### config.mk
export PLATFORM = sky130hd
export DESIGN_NAME = ibsf_top
export DESIGN_NICKNAME = d
export VERILOG_FILES = /design/src/include/ibsf_pkg.sv /design/src/design/ibsf_cond_det.sv /design/src/design/ibsf_sync.sv /design/src/design/ibsf_top.sv
export SDC_FILE = /design/constraint.sdc
export NUM_CORES = 1
export LEC_CHECK = 0
export BUFFER_PORTS_ARGS = -buffer_cell sky130_fd_sc_hd__buf_4
export CAP_MARGIN = 10
export CORE_MARGIN = 3
export CORE_UTILIZATION = 48
export CTS_BUF_LIST = sky130_fd_sc_hd__clkbuf_2 sky130_fd_sc_hd__clkbuf_4 sky130_fd_sc_hd__clkbuf_8
export CTS_CLUSTER_DIAMETER = 150
export DETAILED_ROUTE_END_ITERATION = 6
export MAX_ROUTING_LAYER = met4
export PLACE_DENSITY = 0.95
export SETUP_SLACK_MARGIN = 0.5
export SYNTH_ARGS = -nofsm -noshare
export SYNTH_HDL_FRONTEND = slang
export SYNTH_HIERARCHICAL = 1
export SYNTH_SLANG_ARGS = --single-unit
### constraint.sdc
create_clock -name core_clk -period 2.93 [get_ports core_clk]
set_input_delay 0 -clock core_clk [delete_from_list [all_inputs] [get_ports core_clk]]
set_output_delay 0 -clock core_clk [all_outputs]
set_load 0.005 [all_outputs]
### src/include/ibsf_pkg.sv
package ibsf_pkg;

    // ************************************************************
    // bus geometry
    // ************************************************************
    localparam int ADDR_W = 4;             // byte address, word aligned
    localparam int DATA_W = 32;            // avalon data width
    localparam int BE_W = 4;               // byte enables

    // ************************************************************
    // register offsets (byte addresses)
    // ************************************************************
    localparam logic [ADDR_W-1:0] OFS_BUS_STATUS = 4'h0;
    localparam logic [ADDR_W-1:0] OFS_CONTROL = 4'h4;
    localparam logic [ADDR_W-1:0] OFS_IRQ_MASK = 4'h8;
    localparam logic [ADDR_W-1:0] OFS_IRQ_STATUS = 4'hc;

    // ************************************************************
    // bus_status layout
    // ************************************************************
    localparam int STAT_W = 16;
    localparam int STAT_RSVD_BIT = 15;     // always zero
    localparam int STAT_SLAVE_TX_DIRECTION_FLAG_BIT = 14;     // slave_tx_direction_flag
    localparam int STAT_NACK_BIT = 13;     // nack_sent_flag
    localparam int STAT_BB_BIT = 12;       // bus_busy_flag
    localparam logic [STAT_W-1:0] STAT_RST = 16'h0000;

    // ************************************************************
    // control layout
    // ************************************************************
    localparam int CTRL_W = 3;
    localparam int CTRL_RUN_BIT = 0;       // module_run_enable
    localparam int CTRL_LOOP_BIT = 1;      // digital loopback on
    localparam int CTRL_NACKNXT_BIT = 2;   // nack_next_byte_control
    localparam logic [CTRL_W-1:0] CTRL_RST = 3'h0;

    // ************************************************************
    // interrupt status and mask layout
    // ************************************************************
    localparam int EVT_W = 4;
    localparam int EVT_START_BIT = 0;
    localparam int EVT_STOP_BIT = 1;
    localparam int EVT_SLAVE_TX_DIRECTION_FLAG_BIT = 2;
    localparam int EVT_NACK_BIT = 3;
    localparam logic [EVT_W-1:0] EVT_RST = 4'h0;

    // ************************************************************
    // carriers
    // ************************************************************
    typedef struct packed {
        logic stop;
        logic start;
    } ibsf_cond_type;

    typedef struct packed {
        logic nack_sent;
        logic slave_tx;
        logic stop;
        logic start;
    } ibsf_evt_type;

    // expand byte enables into a bit mask over the data word
    function automatic logic [DATA_W-1:0] ibsf_lane_mask(input logic [BE_W-1:0] be);
        logic [DATA_W-1:0] m;
        m = '0;
        for (int i = 0; i < BE_W; i++) begin
            m[i*8 +: 8] = {8{be[i]}};
        end
        return m;
    endfunction

endpackage

### src/design/ibsf_cond_det.sv
`timescale 1ns/1ps
// ************************************************************
// start and stop condition detector on synchronised pins
// ************************************************************
module ibsf_cond_det
    import ibsf_pkg::*;
(
    input wire logic core_clk,
    input wire logic rstn,
    input wire logic scl_sync,
    input wire logic sda_sync,
    output ibsf_cond_type cond_ff
);
    logic scl_prev_ff; // clock level one sample ago
    logic sda_prev_ff; // data level one sample ago
    ibsf_cond_type nxt_cond;

    // data edge while clock stays high marks a condition
    always_comb begin
        nxt_cond.start = scl_prev_ff && scl_sync && sda_prev_ff && !sda_sync;
        nxt_cond.stop = scl_prev_ff && scl_sync && !sda_prev_ff && sda_sync;
    end

    // history and registered one cycle pulses
    always_ff @(posedge core_clk or negedge rstn) begin
        if (!rstn) begin
            scl_prev_ff <= 1'b1;
            sda_prev_ff <= 1'b1;
            cond_ff <= '0;
        end else begin
            scl_prev_ff <= scl_sync;
            sda_prev_ff <= sda_sync;
            cond_ff <= nxt_cond;
        end
    end
endmodule

### src/design/ibsf_sync.sv
`timescale 1ns/1ps
// ************************************************************
// two flop synchroniser for pin levels
// ************************************************************
module ibsf_sync #(
    parameter int WIDTH = 2
) (
    input wire logic core_clk,
    input wire logic rstn,
    input wire logic [WIDTH-1:0] async_in,
    output logic [WIDTH-1:0] sync_out
);
    logic [WIDTH-1:0] meta_ff; // first stage, read only by the second

    // idle bus level is high, so both stages reset high
    always_ff @(posedge core_clk or negedge rstn) begin
        if (!rstn) begin
            meta_ff <= '1;
            sync_out <= '1;
        end else begin
            meta_ff <= async_in;
            sync_out <= meta_ff;
        end
    end
endmodule

### src/design/ibsf_top.sv
`timescale 1ns/1ps
// What this block does
// - status bit 15 reads zero, writes ignored
// - set slave direction when addressed as transmitter
// - writing one clears slave direction flag
// - loopback enabled clears slave direction flag
// - start or stop on bus clears direction
// - set nack sent when receiver drives nack
// - nack next byte command also sets nack sent
// - nack sent cleared by w1c, run off, reset
// - bus busy flag shows bus occupied or free
// - stop or module reset clears bus busy
// - start received or sent sets bus busy
// - writing zero to w1c flag changes nothing
module ibsf_top
    import ibsf_pkg::*;
(
    input wire logic core_clk,
    input wire logic rstn,
    // avalon-mm slave
    input wire logic [ADDR_W-1:0] avs_address,
    input wire logic avs_read,
    input wire logic avs_write,
    input wire logic [DATA_W-1:0] avs_writedata,
    input wire logic [BE_W-1:0] avs_byteenable,
    output logic [DATA_W-1:0] avs_readdata,
    output logic avs_waitrequest,
    // two-wire bus pins, sampled only
    input wire logic scl_in,
    input wire logic sda_in,
    // events from the controller engine, same clock
    input wire logic own_start_sent,
    input wire logic own_stop_sent,
    input wire logic slave_tx_addressed,
    input wire logic rx_ack_slot,
    input wire logic rx_nack_req,
    // results
    output logic ack_nack,
    output logic bus_busy,
    output logic irq
);

    // ************************************************************
    // pin synchronisation and condition detection
    // ************************************************************
    logic [1:0] pin_sync; // {scl, sda} after two flops
    ibsf_cond_type bus_cond; // one cycle pulses from the pins

    ibsf_sync #(
        .WIDTH(2)
    ) u_sync (
        .core_clk(core_clk),
        .rstn(rstn),
        .async_in({scl_in, sda_in}),
        .sync_out(pin_sync)
    );

    ibsf_cond_det u_cond (
        .core_clk(core_clk),
        .rstn(rstn),
        .scl_sync(pin_sync[1]),
        .sda_sync(pin_sync[0]),
        .cond_ff(bus_cond)
    );

    // ************************************************************
    // register state
    // ************************************************************
    logic [CTRL_W-1:0] ctrl_ff; // run, loopback, nack next
    logic [EVT_W-1:0] irq_mask_ff; // interrupt mask
    logic [EVT_W-1:0] irq_stat_ff; // sticky interrupt events
    logic slave_tx_direction_flag_ff; // slave_tx_direction_flag
    logic nack_sent_ff; // nack_sent_flag
    logic bus_busy_ff; // bus_busy_flag
    logic ack_nack_ff; // nack answer pulse to the shifter
    logic irq_ff; // registered interrupt level
    logic waitreq_ff; // avalon waitrequest
    logic [DATA_W-1:0] rdata_ff; // avalon read data

    // ************************************************************
    // bus decode
    // ************************************************************
    logic req; // read or write pending
    logic wr_go; // write completes this edge
    logic [DATA_W-1:0] wmask; // lanes enabled by byteenable
    logic [DATA_W-1:0] w1; // enabled ones of the write data
    logic sel_stat; // address hits bus_status
    logic sel_ctrl; // address hits control
    logic sel_mask; // address hits interrupt mask
    logic sel_istat; // address hits interrupt status

    assign req = avs_read || avs_write;
    assign wr_go = avs_write && !waitreq_ff;
    assign wmask = ibsf_lane_mask(avs_byteenable);
    assign w1 = avs_writedata & wmask;
    assign sel_stat = (avs_address == OFS_BUS_STATUS);
    assign sel_ctrl = (avs_address == OFS_CONTROL);
    assign sel_mask = (avs_address == OFS_IRQ_MASK);
    assign sel_istat = (avs_address == OFS_IRQ_STATUS);

    // ************************************************************
    // event sources
    // ************************************************************
    logic mod_rst; // module held in reset while run is off
    logic loop_on; // digital loopback enabled
    logic start_ev; // start seen on the bus or sent by us
    logic stop_ev; // stop seen on the bus or sent by us
    logic nack_ev; // we answer this ack slot with nack
    logic slave_tx_direction_flag_w1c; // software clears slave direction
    logic nack_w1c; // software clears nack sent
    ibsf_evt_type evt; // events feeding the sticky status

    assign mod_rst = !ctrl_ff[CTRL_RUN_BIT];
    assign loop_on = ctrl_ff[CTRL_LOOP_BIT];
    // own conditions also show on the pins; the or covers loopback,
    // where the pins are not driven by us
    assign start_ev = bus_cond.start || own_start_sent;
    assign stop_ev = bus_cond.stop || own_stop_sent;
    // receiver ack slot answered nack by the engine or by the command
    assign nack_ev = rx_ack_slot && (rx_nack_req || ctrl_ff[CTRL_NACKNXT_BIT]);
    // only a written one clears; a zero or a disabled lane is ignored
    assign slave_tx_direction_flag_w1c = wr_go && sel_stat && w1[STAT_SLAVE_TX_DIRECTION_FLAG_BIT];
    assign nack_w1c = wr_go && sel_stat && w1[STAT_NACK_BIT];

    always_comb begin
        evt.start = start_ev && !mod_rst;
        evt.stop = stop_ev && !mod_rst;
        evt.slave_tx = slave_tx_addressed && !mod_rst;
        evt.nack_sent = nack_ev && !mod_rst;
    end

    // ************************************************************
    // avalon handshake
    // ************************************************************
    // waitrequest drops for one cycle after a request is seen, so
    // every access completes on the second edge of its request
    always_ff @(posedge core_clk or negedge rstn) begin
        if (!rstn) begin
            waitreq_ff <= 1'b1;
        end else begin
            waitreq_ff <= !(req && waitreq_ff);
        end
    end

    // ************************************************************
    // read data
    // ************************************************************
    logic [DATA_W-1:0] nxt_rdata;
    logic [STAT_W-1:0] stat_view;

    // bit 15 and the lower half are always zero here
    always_comb begin
        stat_view = STAT_RST;
        stat_view[STAT_RSVD_BIT] = 1'b0;
        stat_view[STAT_SLAVE_TX_DIRECTION_FLAG_BIT] = slave_tx_direction_flag_ff;
        stat_view[STAT_NACK_BIT] = nack_sent_ff;
        stat_view[STAT_BB_BIT] = bus_busy_ff;
    end

    // unmapped addresses read zero
    always_comb begin
        nxt_rdata = '0;
        if (sel_stat) begin
            nxt_rdata[STAT_W-1:0] = stat_view;
        end else if (sel_ctrl) begin
            nxt_rdata[CTRL_W-1:0] = ctrl_ff;
        end else if (sel_mask) begin
            nxt_rdata[EVT_W-1:0] = irq_mask_ff;
        end else if (sel_istat) begin
            nxt_rdata[EVT_W-1:0] = irq_stat_ff;
        end
    end

    // loaded in the cycle waitrequest is high, so it stands at the
    // completing edge
    always_ff @(posedge core_clk or negedge rstn) begin
        if (!rstn) begin
            rdata_ff <= '0;
        end else if (avs_read && waitreq_ff) begin
            rdata_ff <= nxt_rdata;
        end
    end

    // ************************************************************
    // control register
    // ************************************************************
    // the nack command is spent by one ack slot; a software write in
    // the same cycle wins so a fresh command is not dropped
    always_ff @(posedge core_clk or negedge rstn) begin
        if (!rstn) begin
            ctrl_ff <= CTRL_RST;
        end else if (wr_go && sel_ctrl && avs_byteenable[0]) begin
            ctrl_ff <= avs_writedata[CTRL_W-1:0];
        end else if (nack_ev) begin
            ctrl_ff[CTRL_NACKNXT_BIT] <= 1'b0;
        end
    end

    // ************************************************************
    // interrupt mask
    // ************************************************************
    always_ff @(posedge core_clk or negedge rstn) begin
        if (!rstn) begin
            irq_mask_ff <= EVT_RST;
        end else if (wr_go && sel_mask && avs_byteenable[0]) begin
            irq_mask_ff <= avs_writedata[EVT_W-1:0];
        end
    end

    // ************************************************************
    // sticky interrupt status
    // ************************************************************
    // set term is or-ed after the clear so an event is never lost
    always_ff @(posedge core_clk or negedge rstn) begin
        if (!rstn) begin
            irq_stat_ff <= EVT_RST;
        end else if (wr_go && sel_istat) begin
            irq_stat_ff <= (irq_stat_ff & ~w1[EVT_W-1:0]) | evt;
        end else begin
            irq_stat_ff <= irq_stat_ff | evt;
        end
    end

    // level output, one cycle behind the status
    always_ff @(posedge core_clk or negedge rstn) begin
        if (!rstn) begin
            irq_ff <= 1'b0;
        end else begin
            irq_ff <= |(irq_stat_ff & irq_mask_ff);
        end
    end

    // ************************************************************
    // slave direction flag
    // ************************************************************
    // addressing always follows its start by many cycles, so the set
    // taking priority costs nothing and keeps a same cycle w1c safe
    always_ff @(posedge core_clk or negedge rstn) begin
        if (!rstn) begin
            slave_tx_direction_flag_ff <= 1'b0;
        end else if (mod_rst) begin
            slave_tx_direction_flag_ff <= 1'b0;
        end else if (slave_tx_addressed) begin
            slave_tx_direction_flag_ff <= 1'b1;
        end else if (loop_on) begin
            slave_tx_direction_flag_ff <= 1'b0;
        end else if (start_ev || stop_ev) begin
            slave_tx_direction_flag_ff <= 1'b0;
        end else if (slave_tx_direction_flag_w1c) begin
            slave_tx_direction_flag_ff <= 1'b0;
        end
    end

    // ************************************************************
    // nack sent flag
    // ************************************************************
    always_ff @(posedge core_clk or negedge rstn) begin
        if (!rstn) begin
            nack_sent_ff <= 1'b0;
        end else if (mod_rst) begin
            nack_sent_ff <= 1'b0;
        end else if (nack_ev) begin
            nack_sent_ff <= 1'b1;
        end else if (nack_w1c) begin
            nack_sent_ff <= 1'b0;
        end
    end

    // nack answer pulse for the data shifter
    always_ff @(posedge core_clk or negedge rstn) begin
        if (!rstn) begin
            ack_nack_ff <= 1'b0;
        end else begin
            ack_nack_ff <= nack_ev && !mod_rst;
        end
    end

    // ************************************************************
    // bus busy flag
    // ************************************************************
    // read only: bus_status writes never touch it; a start and a stop
    // in one cycle cannot occur, start is checked first anyway
    always_ff @(posedge core_clk or negedge rstn) begin
        if (!rstn) begin
            bus_busy_ff <= 1'b0;
        end else if (mod_rst) begin
            bus_busy_ff <= 1'b0;
        end else if (start_ev) begin
            bus_busy_ff <= 1'b1;
        end else if (stop_ev) begin
            bus_busy_ff <= 1'b0;
        end
    end

    // ************************************************************
    // outputs
    // ************************************************************
    assign avs_readdata = rdata_ff;
    assign avs_waitrequest = waitreq_ff;
    assign ack_nack = ack_nack_ff;
    assign bus_busy = bus_busy_ff;
    assign irq = irq_ff;

endmodule

**Word level (Yosys, flattened, before mapping)**

Cells that the tools add are included.

- $add $sub $neg: 0
- Mux-type cells: 20
- $lt $le $gt $ge: 0
- Shift-type cells: 0
- Eq/ne operators: 6
- Reductions and logical operators: 33
- Bitwise gates (word level): 6
- Multiply operators: 0
- Div/mod/pow operators: 0

Operator list:

| kind | count |
|---|---|
| $logic_and 1x1->1 | 21 |
| $mux 4 | 4 |
| $and 15x15->15 | 1 |
| $mux 1 | 14 |
| $mux 11 | 1 |
| $and 4x4->4 | 2 |
| $eq 4x4->1 const B | 2 |
| $or 4x4->4 | 2 |
| $ne 3x1->1 const B | 2 |
| $logic_or 1x1->1 | 5 |
| $ne 5x2->1 const B | 1 |
| $eq 4x3->1 const B | 1 |
| $logic_not 1->1 | 4 |
| $logic_not 4->1 | 1 |
| $not 4->4 | 1 |
| $reduce_or 4->1 | 1 |
| $mux 3 | 1 |
| $reduce_bool 2->1 | 1 |

- RAM bits: 0
- Output and inout bits: 36
- Input port bits: 51
- Memory bits (read-only): 0
- Logic and storage cells: 82
- Register bits after elaboration: 41
- Memories: 0
- Latch bits: 0

**Logic depth before layout (Yosys ltp)**

Gate-level depths: netlist of the first run.

- Depth after elaboration: 9
- Gate-level depth with buffers: 5
- Gate-level depth less buffers: 3

**Hierarchy**

The synthesis of the first run kept the hierarchy.

By module, submodules not included:

| module | cells an instance | times used | area an instance (µm²) |
|---|---|---|---|
| ibsf_top | 120 | 1 | 1249.9 |
| ibsf_cond_det | 6 | 1 | 122.6 |
| ibsf_sync | 4 | 1 | 105.1 |

**Worst setup path after synthesis of the first run**

Ideal clock, no wire load.

- Kind: register -> register
- Start: register waitreq_ff (netlist: avs_waitrequest)
- End: register nack_sent_ff
- Arrival: 1.689 ns
- Clock period less this slack: 1.809 ns
- Stages on the path, launching flop included: 5
- Slack: 1.121 ns
- Data required time: 2.810 ns
- Cells stage by stage: dfstp_2 or4b_1 buf_2 or4_1 a31o_1

- Word-level cells in the longest chain between the ends: 5

Ends and longest elaborated chain:

| item | RTL line | source |
|---|---|---|
| start, declared | ibsf_top.sv:77 | `logic waitreq_ff;` |
| start signal, assigned | ibsf_top.sv:141 | `waitreq_ff <= !(req && waitreq_ff);` |
| $logic_not 1->1 | ibsf_top.sv:93 | `assign wr_go = avs_write && !waitreq_ff;` |
| $logic_and 1x1->1 | ibsf_top.sv:93 |  |
| $logic_and 1x1->1 (2 in a row) | ibsf_top.sv:123 | `assign nack_w1c = wr_go && sel_stat && w1[STAT_NACK_BIT];` |
| $ne 3x1->1 (no source line) | n/a |  |
| end signal, assigned | ibsf_top.sv:259 | `nack_sent_ff <= 1'b0;` |
| end signal, assigned | ibsf_top.sv:261 | `nack_sent_ff <= 1'b0;` |
| end signal, assigned | ibsf_top.sv:263 | `nack_sent_ff <= 1'b1;` |
| end, declared | ibsf_top.sv:73 | `logic nack_sent_ff;` |

Every way passes these cells.
A chain may end at the register's enable or synchronous reset.

**Worst setup path in the final report of the first run**

- Start: register waitreq_ff (netlist: avs_waitrequest)
- End: register irq_mask_ff[2]

- Word-level cells in the longest chain between the ends: 4

Ends and longest elaborated chain:

| item | RTL line | source |
|---|---|---|
| $logic_not 1->1 | ibsf_top.sv:93 |  |
| $logic_and 1x1->1 | ibsf_top.sv:93 |  |
| $logic_and 1x1->1 (2 in a row) | ibsf_top.sv:205 | `end else if (wr_go && sel_mask && avs_byteenable[0]) begin` |
| end signal, assigned | ibsf_top.sv:206 | `irq_mask_ff <= avs_writedata[EVT_W-1:0];` |
| end, declared | ibsf_top.sv:70 | `logic [EVT_W-1:0] irq_mask_ff;` |

Every way passes these cells.

==> metrics, run 1 <==
first-pass GRT wire length between 5 and 6 mm; worst hold slack between 0.04 and 0.05 ns; vias in the first global route roughly 1,100; drt first pass iters 4; Data required, critical path 3.15 ns; syn_area_per_cell approximately 11 um2; share of cells above drive strength 1 between 30% and 40%; dpl cells about 190; largest net degree at the start of global routing 33; final core occ around two thirds; RSZ-0062 raised after global routing no; Clk network pwr share 34.8%; CTS Buf Count 5; Post-synth top cells 25 x buf_4, 25 x dfrtp_1, 13 x nand2_1; HPWL after DPL between 2 and 2.5 mm; Area contributors post-synth dfrtp_1 42%, buf_4 13%, dfstp_2 12%; initial antenna violation count 0; Final ANT Viol Nets 0; synthesized area about 1500 um2; Crit Path Class flop to flop; grt met1 use 23.3%; Initial DRC Count 71; Post-synth EDFFs 0; Worst VDD drop ~450 uV; ys async rst share between 90% and 100%; Die Ht 61.5 um; worst-path fanout max 8; Clock Latency Late Sink between 0.3 and 0.4 ns; status complete, no violations; routing usage on met2 between 30 and 40%; Port Buffer Count 33; Core ar. about 2900 um2; area share of the largest cell type after synthesis between 40% and 50%; Ant. Diodes 0; Post-Syn Instances 130; GR peak layer met2; Sw Share 24.8%; I/O pin count 87; Final Hold Viols 0; CTS H-tree lvls 2; combinational power share around 15%; Initial Util about half; final wirelength between 3 and 4 mm; sequential share of power 50.1%; drt wl/cell roughly 16 um; Leak between 0.0009 and 0.001 uW; Root Driver clkbuf_4; Net Sw Power 267 uW; final setup violation count 0; Final period util approximately 70%; Seq/Total Area, Yosys about 55%; Non-Filler Instances 210; via count approximately 1,200; clock sink count 32; Arrival @ worst endpoint ~2.3 ns; Power Total approximately 1100 uW; # Max-Cap Violations 0; NumNets Final about 230; die width roughly 60 um; ys flop type dfrtp_1; Final Max Tran Viols 0; type of the worst min-delay path input port to flop; vias per cell 5.50; Power Internal approximately 810 uW; max frequency between 400 and 500 MHz; post-layout min period 2.05 ns; P per Cell Area about 570 nW/um2; Total GRT Usage approximately a fifth; site row count 19; Critical Path Sink Type flop; GP Congestion ~0.85; Synth cell types 32; detailed-route DRC error count 0; Reg clk slew, reported paths around 0.1 ns; type of origin of the critical path flop; CTS max path bufs 2; setup_tns 0 ns; die area ~3800 um2; clock skew roughly 0.010 ns; Ys Warns 6; Area growth syn-to-layout 27.3%; Yosys reg bits 32; met3 usage around 4.4%; area leader, netlist dfrtp_1; total grt overflow 0; CTS tree done
final timing paths:
path | startpoint | to | slack (ns) | cells after the start
min | avs_address[3] | avs_readdata[3] | 0.04 | 2
max reg2reg | avs_waitrequest | irq_mask_ff[2] | 0.88 | 3
max in group asynchronous | rstn | u_sync/meta_ff[1] | 2.49 | 2
min reg2reg | u_sync/meta_ff[1] | u_sync/sync_out[1] | 0.36 | 0
min in group asynchronous | rstn | ctrl_ff[0] | 0.11 | 2
max | avs_waitrequest | irq_mask_ff[2] | 0.88 | 3
cell usage in the layout (no fill, tap or decap), types with 2 or more instances in the layout:
cell and instances:
nor4_1 2, dfrtp_1 25, dfstp_2 7, conb_1 25, nor2_1 2, nand2_1 13
dlygate4sd3_1 14, o21ai_0 8, nand4_1 4, a22o_1 4, buf_4 33, clkbuf_4 5
and4b_1 2, mux2_2 7, a22oi_1 2, o31ai_1 3, a21oi_1 3, o22ai_1 3
clkbuf_8 2
cells by family (layout without fill, tap and decap cells):
family          count (synthesis)  in the layout  share of synthesized area, %
compound gates                 26             26                          11.8
buf+inv                        30             55                          14.1
flops                          32             32                          54.8
mux                             8              8                          6.01
other cells                     1             25                         0.254
simple gates                   33             33                          13.1
repair_timing:
action,in CTS,in global routing
setup buffers,0,0
gates resized for setup,0,0
hold buffers,14,0
endpoints found under the hold margin,48,0
per-layer routing:
metal  up-vias  wire [um]
met1       560       1320
met3        11        259
met2        72       1600
li1        512          -
met4         0         99
met5         -          0
final cells by class:
| type | instances | area, um2 |
|---|---|---|
| timing repair buffer | 47 | 388 |
| clock inverter | 1 | 30.0 |
| fill | 216 | 971 |
| clock buffer | 7 | 65.1 |
| multi-input combinational | 92 | 551 |
| tap | 31 | 38.8 |
| sequential | 32 | 810 |
per-stage QoR:
| stage | instance area [um2] | worst slack [ns] |
|---|---|---|
| CTS | 1880 | 0.962 |
| global route | 1880 | 0.837 |
| detailed placement | 1650 | 0.978 |
| global placement | 1650 | 1.03 |
| finish | 1880 | 0.878 |
| floorplan | 1570 | 1.12 |
power groups by stage:
stage | clock [uW] | sequential (uW) | combinational (uW)
2_1_floorplan | 0 | 531 | 99.4
3_3_place_gp | 0 | 540 | 135
3_5_place_dp | 0 | 545 | 144
4_1_cts | 384 | 537 | 160
5_1_grt | 401 | 544 | 183
6_report | 375 | 540 | 162
worst max-delay path, cell delays in order, from the launching register on:
cell and delay, ns:
dfstp_2 0.40, or4b_1 0.71, nor3_2 0.44, mux2_2 0.39
sequential cells by signal (all words and copies together) (netlist names):
register                    count
u_cond/sda_prev_ff              1
avs_readdata                    7
ctrl_ff                         3
u_cond/cond_ff                  2
ack_nack                        1
slave_tx_direction_flag_ff      1
u_sync/sync_out                 2
irq_stat_ff                     4
u_sync/meta_ff                  2
nack_sent_ff                    1
irq_mask_ff                     4
avs_waitrequest                 1
u_cond/scl_prev_ff              1
bus_busy                        1
irq                             1
Note: power is estimated with default switching activity, not from simulation.
==> run 2, diff against run 1 <==
--- a/config.mk
+++ b/config.mk
@@ -5,15 +5,16 @@
 export SDC_FILE = /design/constraint.sdc
 export NUM_CORES = 1
 export LEC_CHECK = 0
+export ABC_AREA = 1
 export BUFFER_PORTS_ARGS = -buffer_cell sky130_fd_sc_hd__buf_4
 export CAP_MARGIN = 10
 export CORE_MARGIN = 3
-export CORE_UTILIZATION = 48
+export CORE_UTILIZATION = 46
 export CTS_BUF_LIST = sky130_fd_sc_hd__clkbuf_2 sky130_fd_sc_hd__clkbuf_4 sky130_fd_sc_hd__clkbuf_8
 export CTS_CLUSTER_DIAMETER = 150
 export DETAILED_ROUTE_END_ITERATION = 6
 export MAX_ROUTING_LAYER = met4
-export PLACE_DENSITY = 0.95
+export PLACE_DENSITY = 0.91
 export SETUP_SLACK_MARGIN = 0.5
 export SYNTH_ARGS = -nofsm -noshare
 export SYNTH_HDL_FRONTEND = slang
==> constraint.sdc (replaced) <==
create_clock -name core_clk -period 1.93 [get_ports core_clk]
set_input_delay 0 -clock core_clk [delete_from_list [all_inputs] [get_ports core_clk]]
set_output_delay 0 -clock core_clk [all_outputs]
set_load 0.005 [all_outputs]
==> run 2 against run 1 <==
Combinational power up 55%. Wire length down 4.6%. Highest routed layer unchanged. Utilization down 2.5 points. Non-clock buffer count down 1. Maximum frequency up 61%. Critical path type unchanged.
==> metrics, run 2 <==
status complete, no violations; Design Area, Final 2030 um2 (+8.0%); Data required, critical path 2.20 ns (-0.95 ns); via count 1,311 (+14%); GP Congestion 0.888 (+4.3%); Arrival @ worst endpoint 1.55 ns (-0.72 ns); Post-synth EDFFs 0 (unchanged); vias in the first global route 1,193 (+10%); commonest cells after routing, fill and taps aside 63 x nand2_1, 33 x buf_4, 25 x conb_1, 25 x dfrtp_1, 16 x inv_1; WP buf/inv 1 (+1); NumNets Final 297 (+30%); detailed-route DRC error count 0 (unchanged); fillcell total 300 (+39%); Clock Latency Late Sink 0.33 ns (about the same); Area contributors post-synth dfrtp_1 38%, nand2_1 15%, buf_4 12%; ys flop type dfrtp_1; Area growth syn-to-layout 24.8%; CP Cell Sequence nand2_1 -> inv_1 -> nand2_1 -> nor2_1 -> nand2_1 -> nand2_1; Power Total 1540 uW (+43%); CTS H-tree lvls 2 (unchanged); drt first pass iters 4 (unchanged); max frequency 783 MHz (+61%); Post-synth top cells 63 x nand2_1, 25 x buf_4, 25 x dfrtp_1; Worst path slowest cell dfstp_2; CP peak stage delay 0.56 ns (-0.15 ns); Worst VDD drop 627 uV (+38%); I/O pin count 87 (unchanged); final setup violation count 0 (unchanged); Ant. Diodes 0 (unchanged); max FFs per register 7 (unchanged); syn_area_per_cell 8.35 um2 (-27%); final core occ 63.4% (-2.5 points); Leak 0.00109 uW (+19%); CTS Buf Count 5 (unchanged); Reg area 810 um2 (unchanged); Total GRT Usage 16.4% (-3.6 points); synthesized area 1630 um2 (+10%); Port Buffer Count 33 (unchanged); # resized after CTS 0 (unchanged); final wirelength 3.13 mm (-4.6%); ys async rst share 100% (unchanged); Post-Syn Instances 195 (+50%); drt wl/cell 10.8 um (-31%); Seq/Total Area, Yosys 49.7% (-5.1 points); commonest non-fill, non-tap cell in the layout nand2_1; Final ANT Viol Nets 0 (unchanged); Initial DRC Count 63 (-11%); Die Ht 65.5 um (+6.5%); HPWL after DPL 2.37 mm (+5.9%); area leader, netlist dfrtp_1; Ys Warns 6 (unchanged); RSZ-0062 raised after global routing no; CP top delay family flip-flops; type of the worst min-delay path input port to flop; Reg clk slew, reported paths 0.10 ns (about the same); vias per cell 4.51 (-18%); CTS max path bufs 2 (unchanged); type of origin of the critical path flop; Root Driver clkbuf_4; # Max-Cap Violations 0 (unchanged); first-pass GRT wire length 5.13 mm (-0.27%); Final Max Tran Viols 0 (unchanged); site row count 20 (+1); Final period util 66.2% (-3.9 points); clock sink count 32 (unchanged); placed instance area 1820 um2 (+11%); count leader, synth nand2_1; die area 4290 um2 (+13%); share of cells above drive strength 1 24.3% (-7.0 points); area share of the largest cell type after synthesis 38.4% (-3.9 points); worst-path fanout max 8 (unchanged); Multi-input gate area 646 um2 (+17%); Core ar. 3200 um2 (+12%); P per Cell Area 760 nW/um2 (+33%); Initial Util 50.8% (-0.98 points); CP dominant cell by count nand2_1; Critical Path Sink Type flop; Synth cell types 18 (-44%); Crit Path Class flop to flop; Yosys reg bits 32 (unchanged); total grt overflow 0 (unchanged); setup_tns 0 ns (unchanged); post-layout min period 1.28 ns (-0.775 ns); clock skew 0.00957 ns (-0.000496 ns); Final Hold Viols 0 (unchanged); initial antenna violation count 0 (unchanged); CTS tree done; largest net degree at the start of global routing 33 (unchanged); Post-CTS Setup Inserts 0 (unchanged); die width 65.5 um (+6.5%)
-- run 2: changes by cell type after synthesis, moves of 6 or more --
| cell | previous run | this run |
|---|---|---|
| inv_1 | 0 | 16 |
| mux2_2 | 7 | 0 |
| nand2_1 | 13 | 63 |
| nand3_1 | 0 | 15 |
| nor2_1 | 2 | 12 |
| o21ai_0 | 8 | 14 |
-- run 2: per-layer routing --
layer,up-vias,track usage [%],wire length (um)
met4,0,6.99,68
met3,8,5.64,264
met1,593,19.7,1330
li1,657,-,-
met2,53,25.0,1470
met5,-,-,0
-- run 2: cells by family (layout without fill, tap and decap cells) --
family,Yosys count,after routing,synth area share (%)
AOI/OAI and AO/OA,14,14,4.30
buffers and inverters,43,71,16.1
DFF,32,32,49.7
other,1,25,0.230
and+or+nand+nor,105,105,29.6
-- run 2: area by class of cell --
type | instances | share of cell area [%]
Clock buffer | 6 | 2.22
Clock inverter | 2 | 1.72
Inverter | 17 | 3.14
Multi-Input combinational cell | 144 | 31.8
Sequential cell | 32 | 39.8
Tap cell | 44 | 2.71
Timing Repair Buffer | 46 | 18.6
-- run 2: worst reg2reg max path: stages (launching register included) --
cell and delay (ns):
dfstp_2 0.56, nand2_1 0.16, inv_1 0.18, nand2_1 0.10
nor2_1 0.11, nand2_1 0.06, nand2_1 0.05
-- run 2: path summary, 6_finish.rpt --
kind                              startpoint                    endpoint  slack [ns]  depth (start not counted)
max reg2reg                  avs_waitrequest             avs_readdata[2]        0.65                          6
max                          avs_waitrequest             avs_readdata[2]        0.65                          6
min                           avs_address[3]  slave_tx_direction_flag_ff        0.04                          5
min in group asynchronous               rstn                         irq        0.14                          2
min reg2reg                u_sync/meta_ff[1]          u_sync/sync_out[1]        0.36                          0
max in group asynchronous               rstn           u_sync/meta_ff[1]        1.45                          2
-- run 2: power by group --
part,switching [uW],internal [uW]
registers,42.4,738
clock network,226,285
logic,131,120
total,400,1140
-- run 2: through the flow --
stage,hold WS [ns],worst slack (ns),cells
after CTS,0.0289,0.639,291
after detailed placement,-0.0458,0.662,270
after global routing,0.0306,0.524,291
after global placement,-0.0513,0.671,270
after floorplan,-0.296,0.792,219
final,0.0398,0.653,291
-- run 2: repair_timing --
action                                  4_1_cts  5_1_grt
endpoints found under the hold margin        48        0
endpoints found under the setup margin        0        0
hold buffers                                 13        0
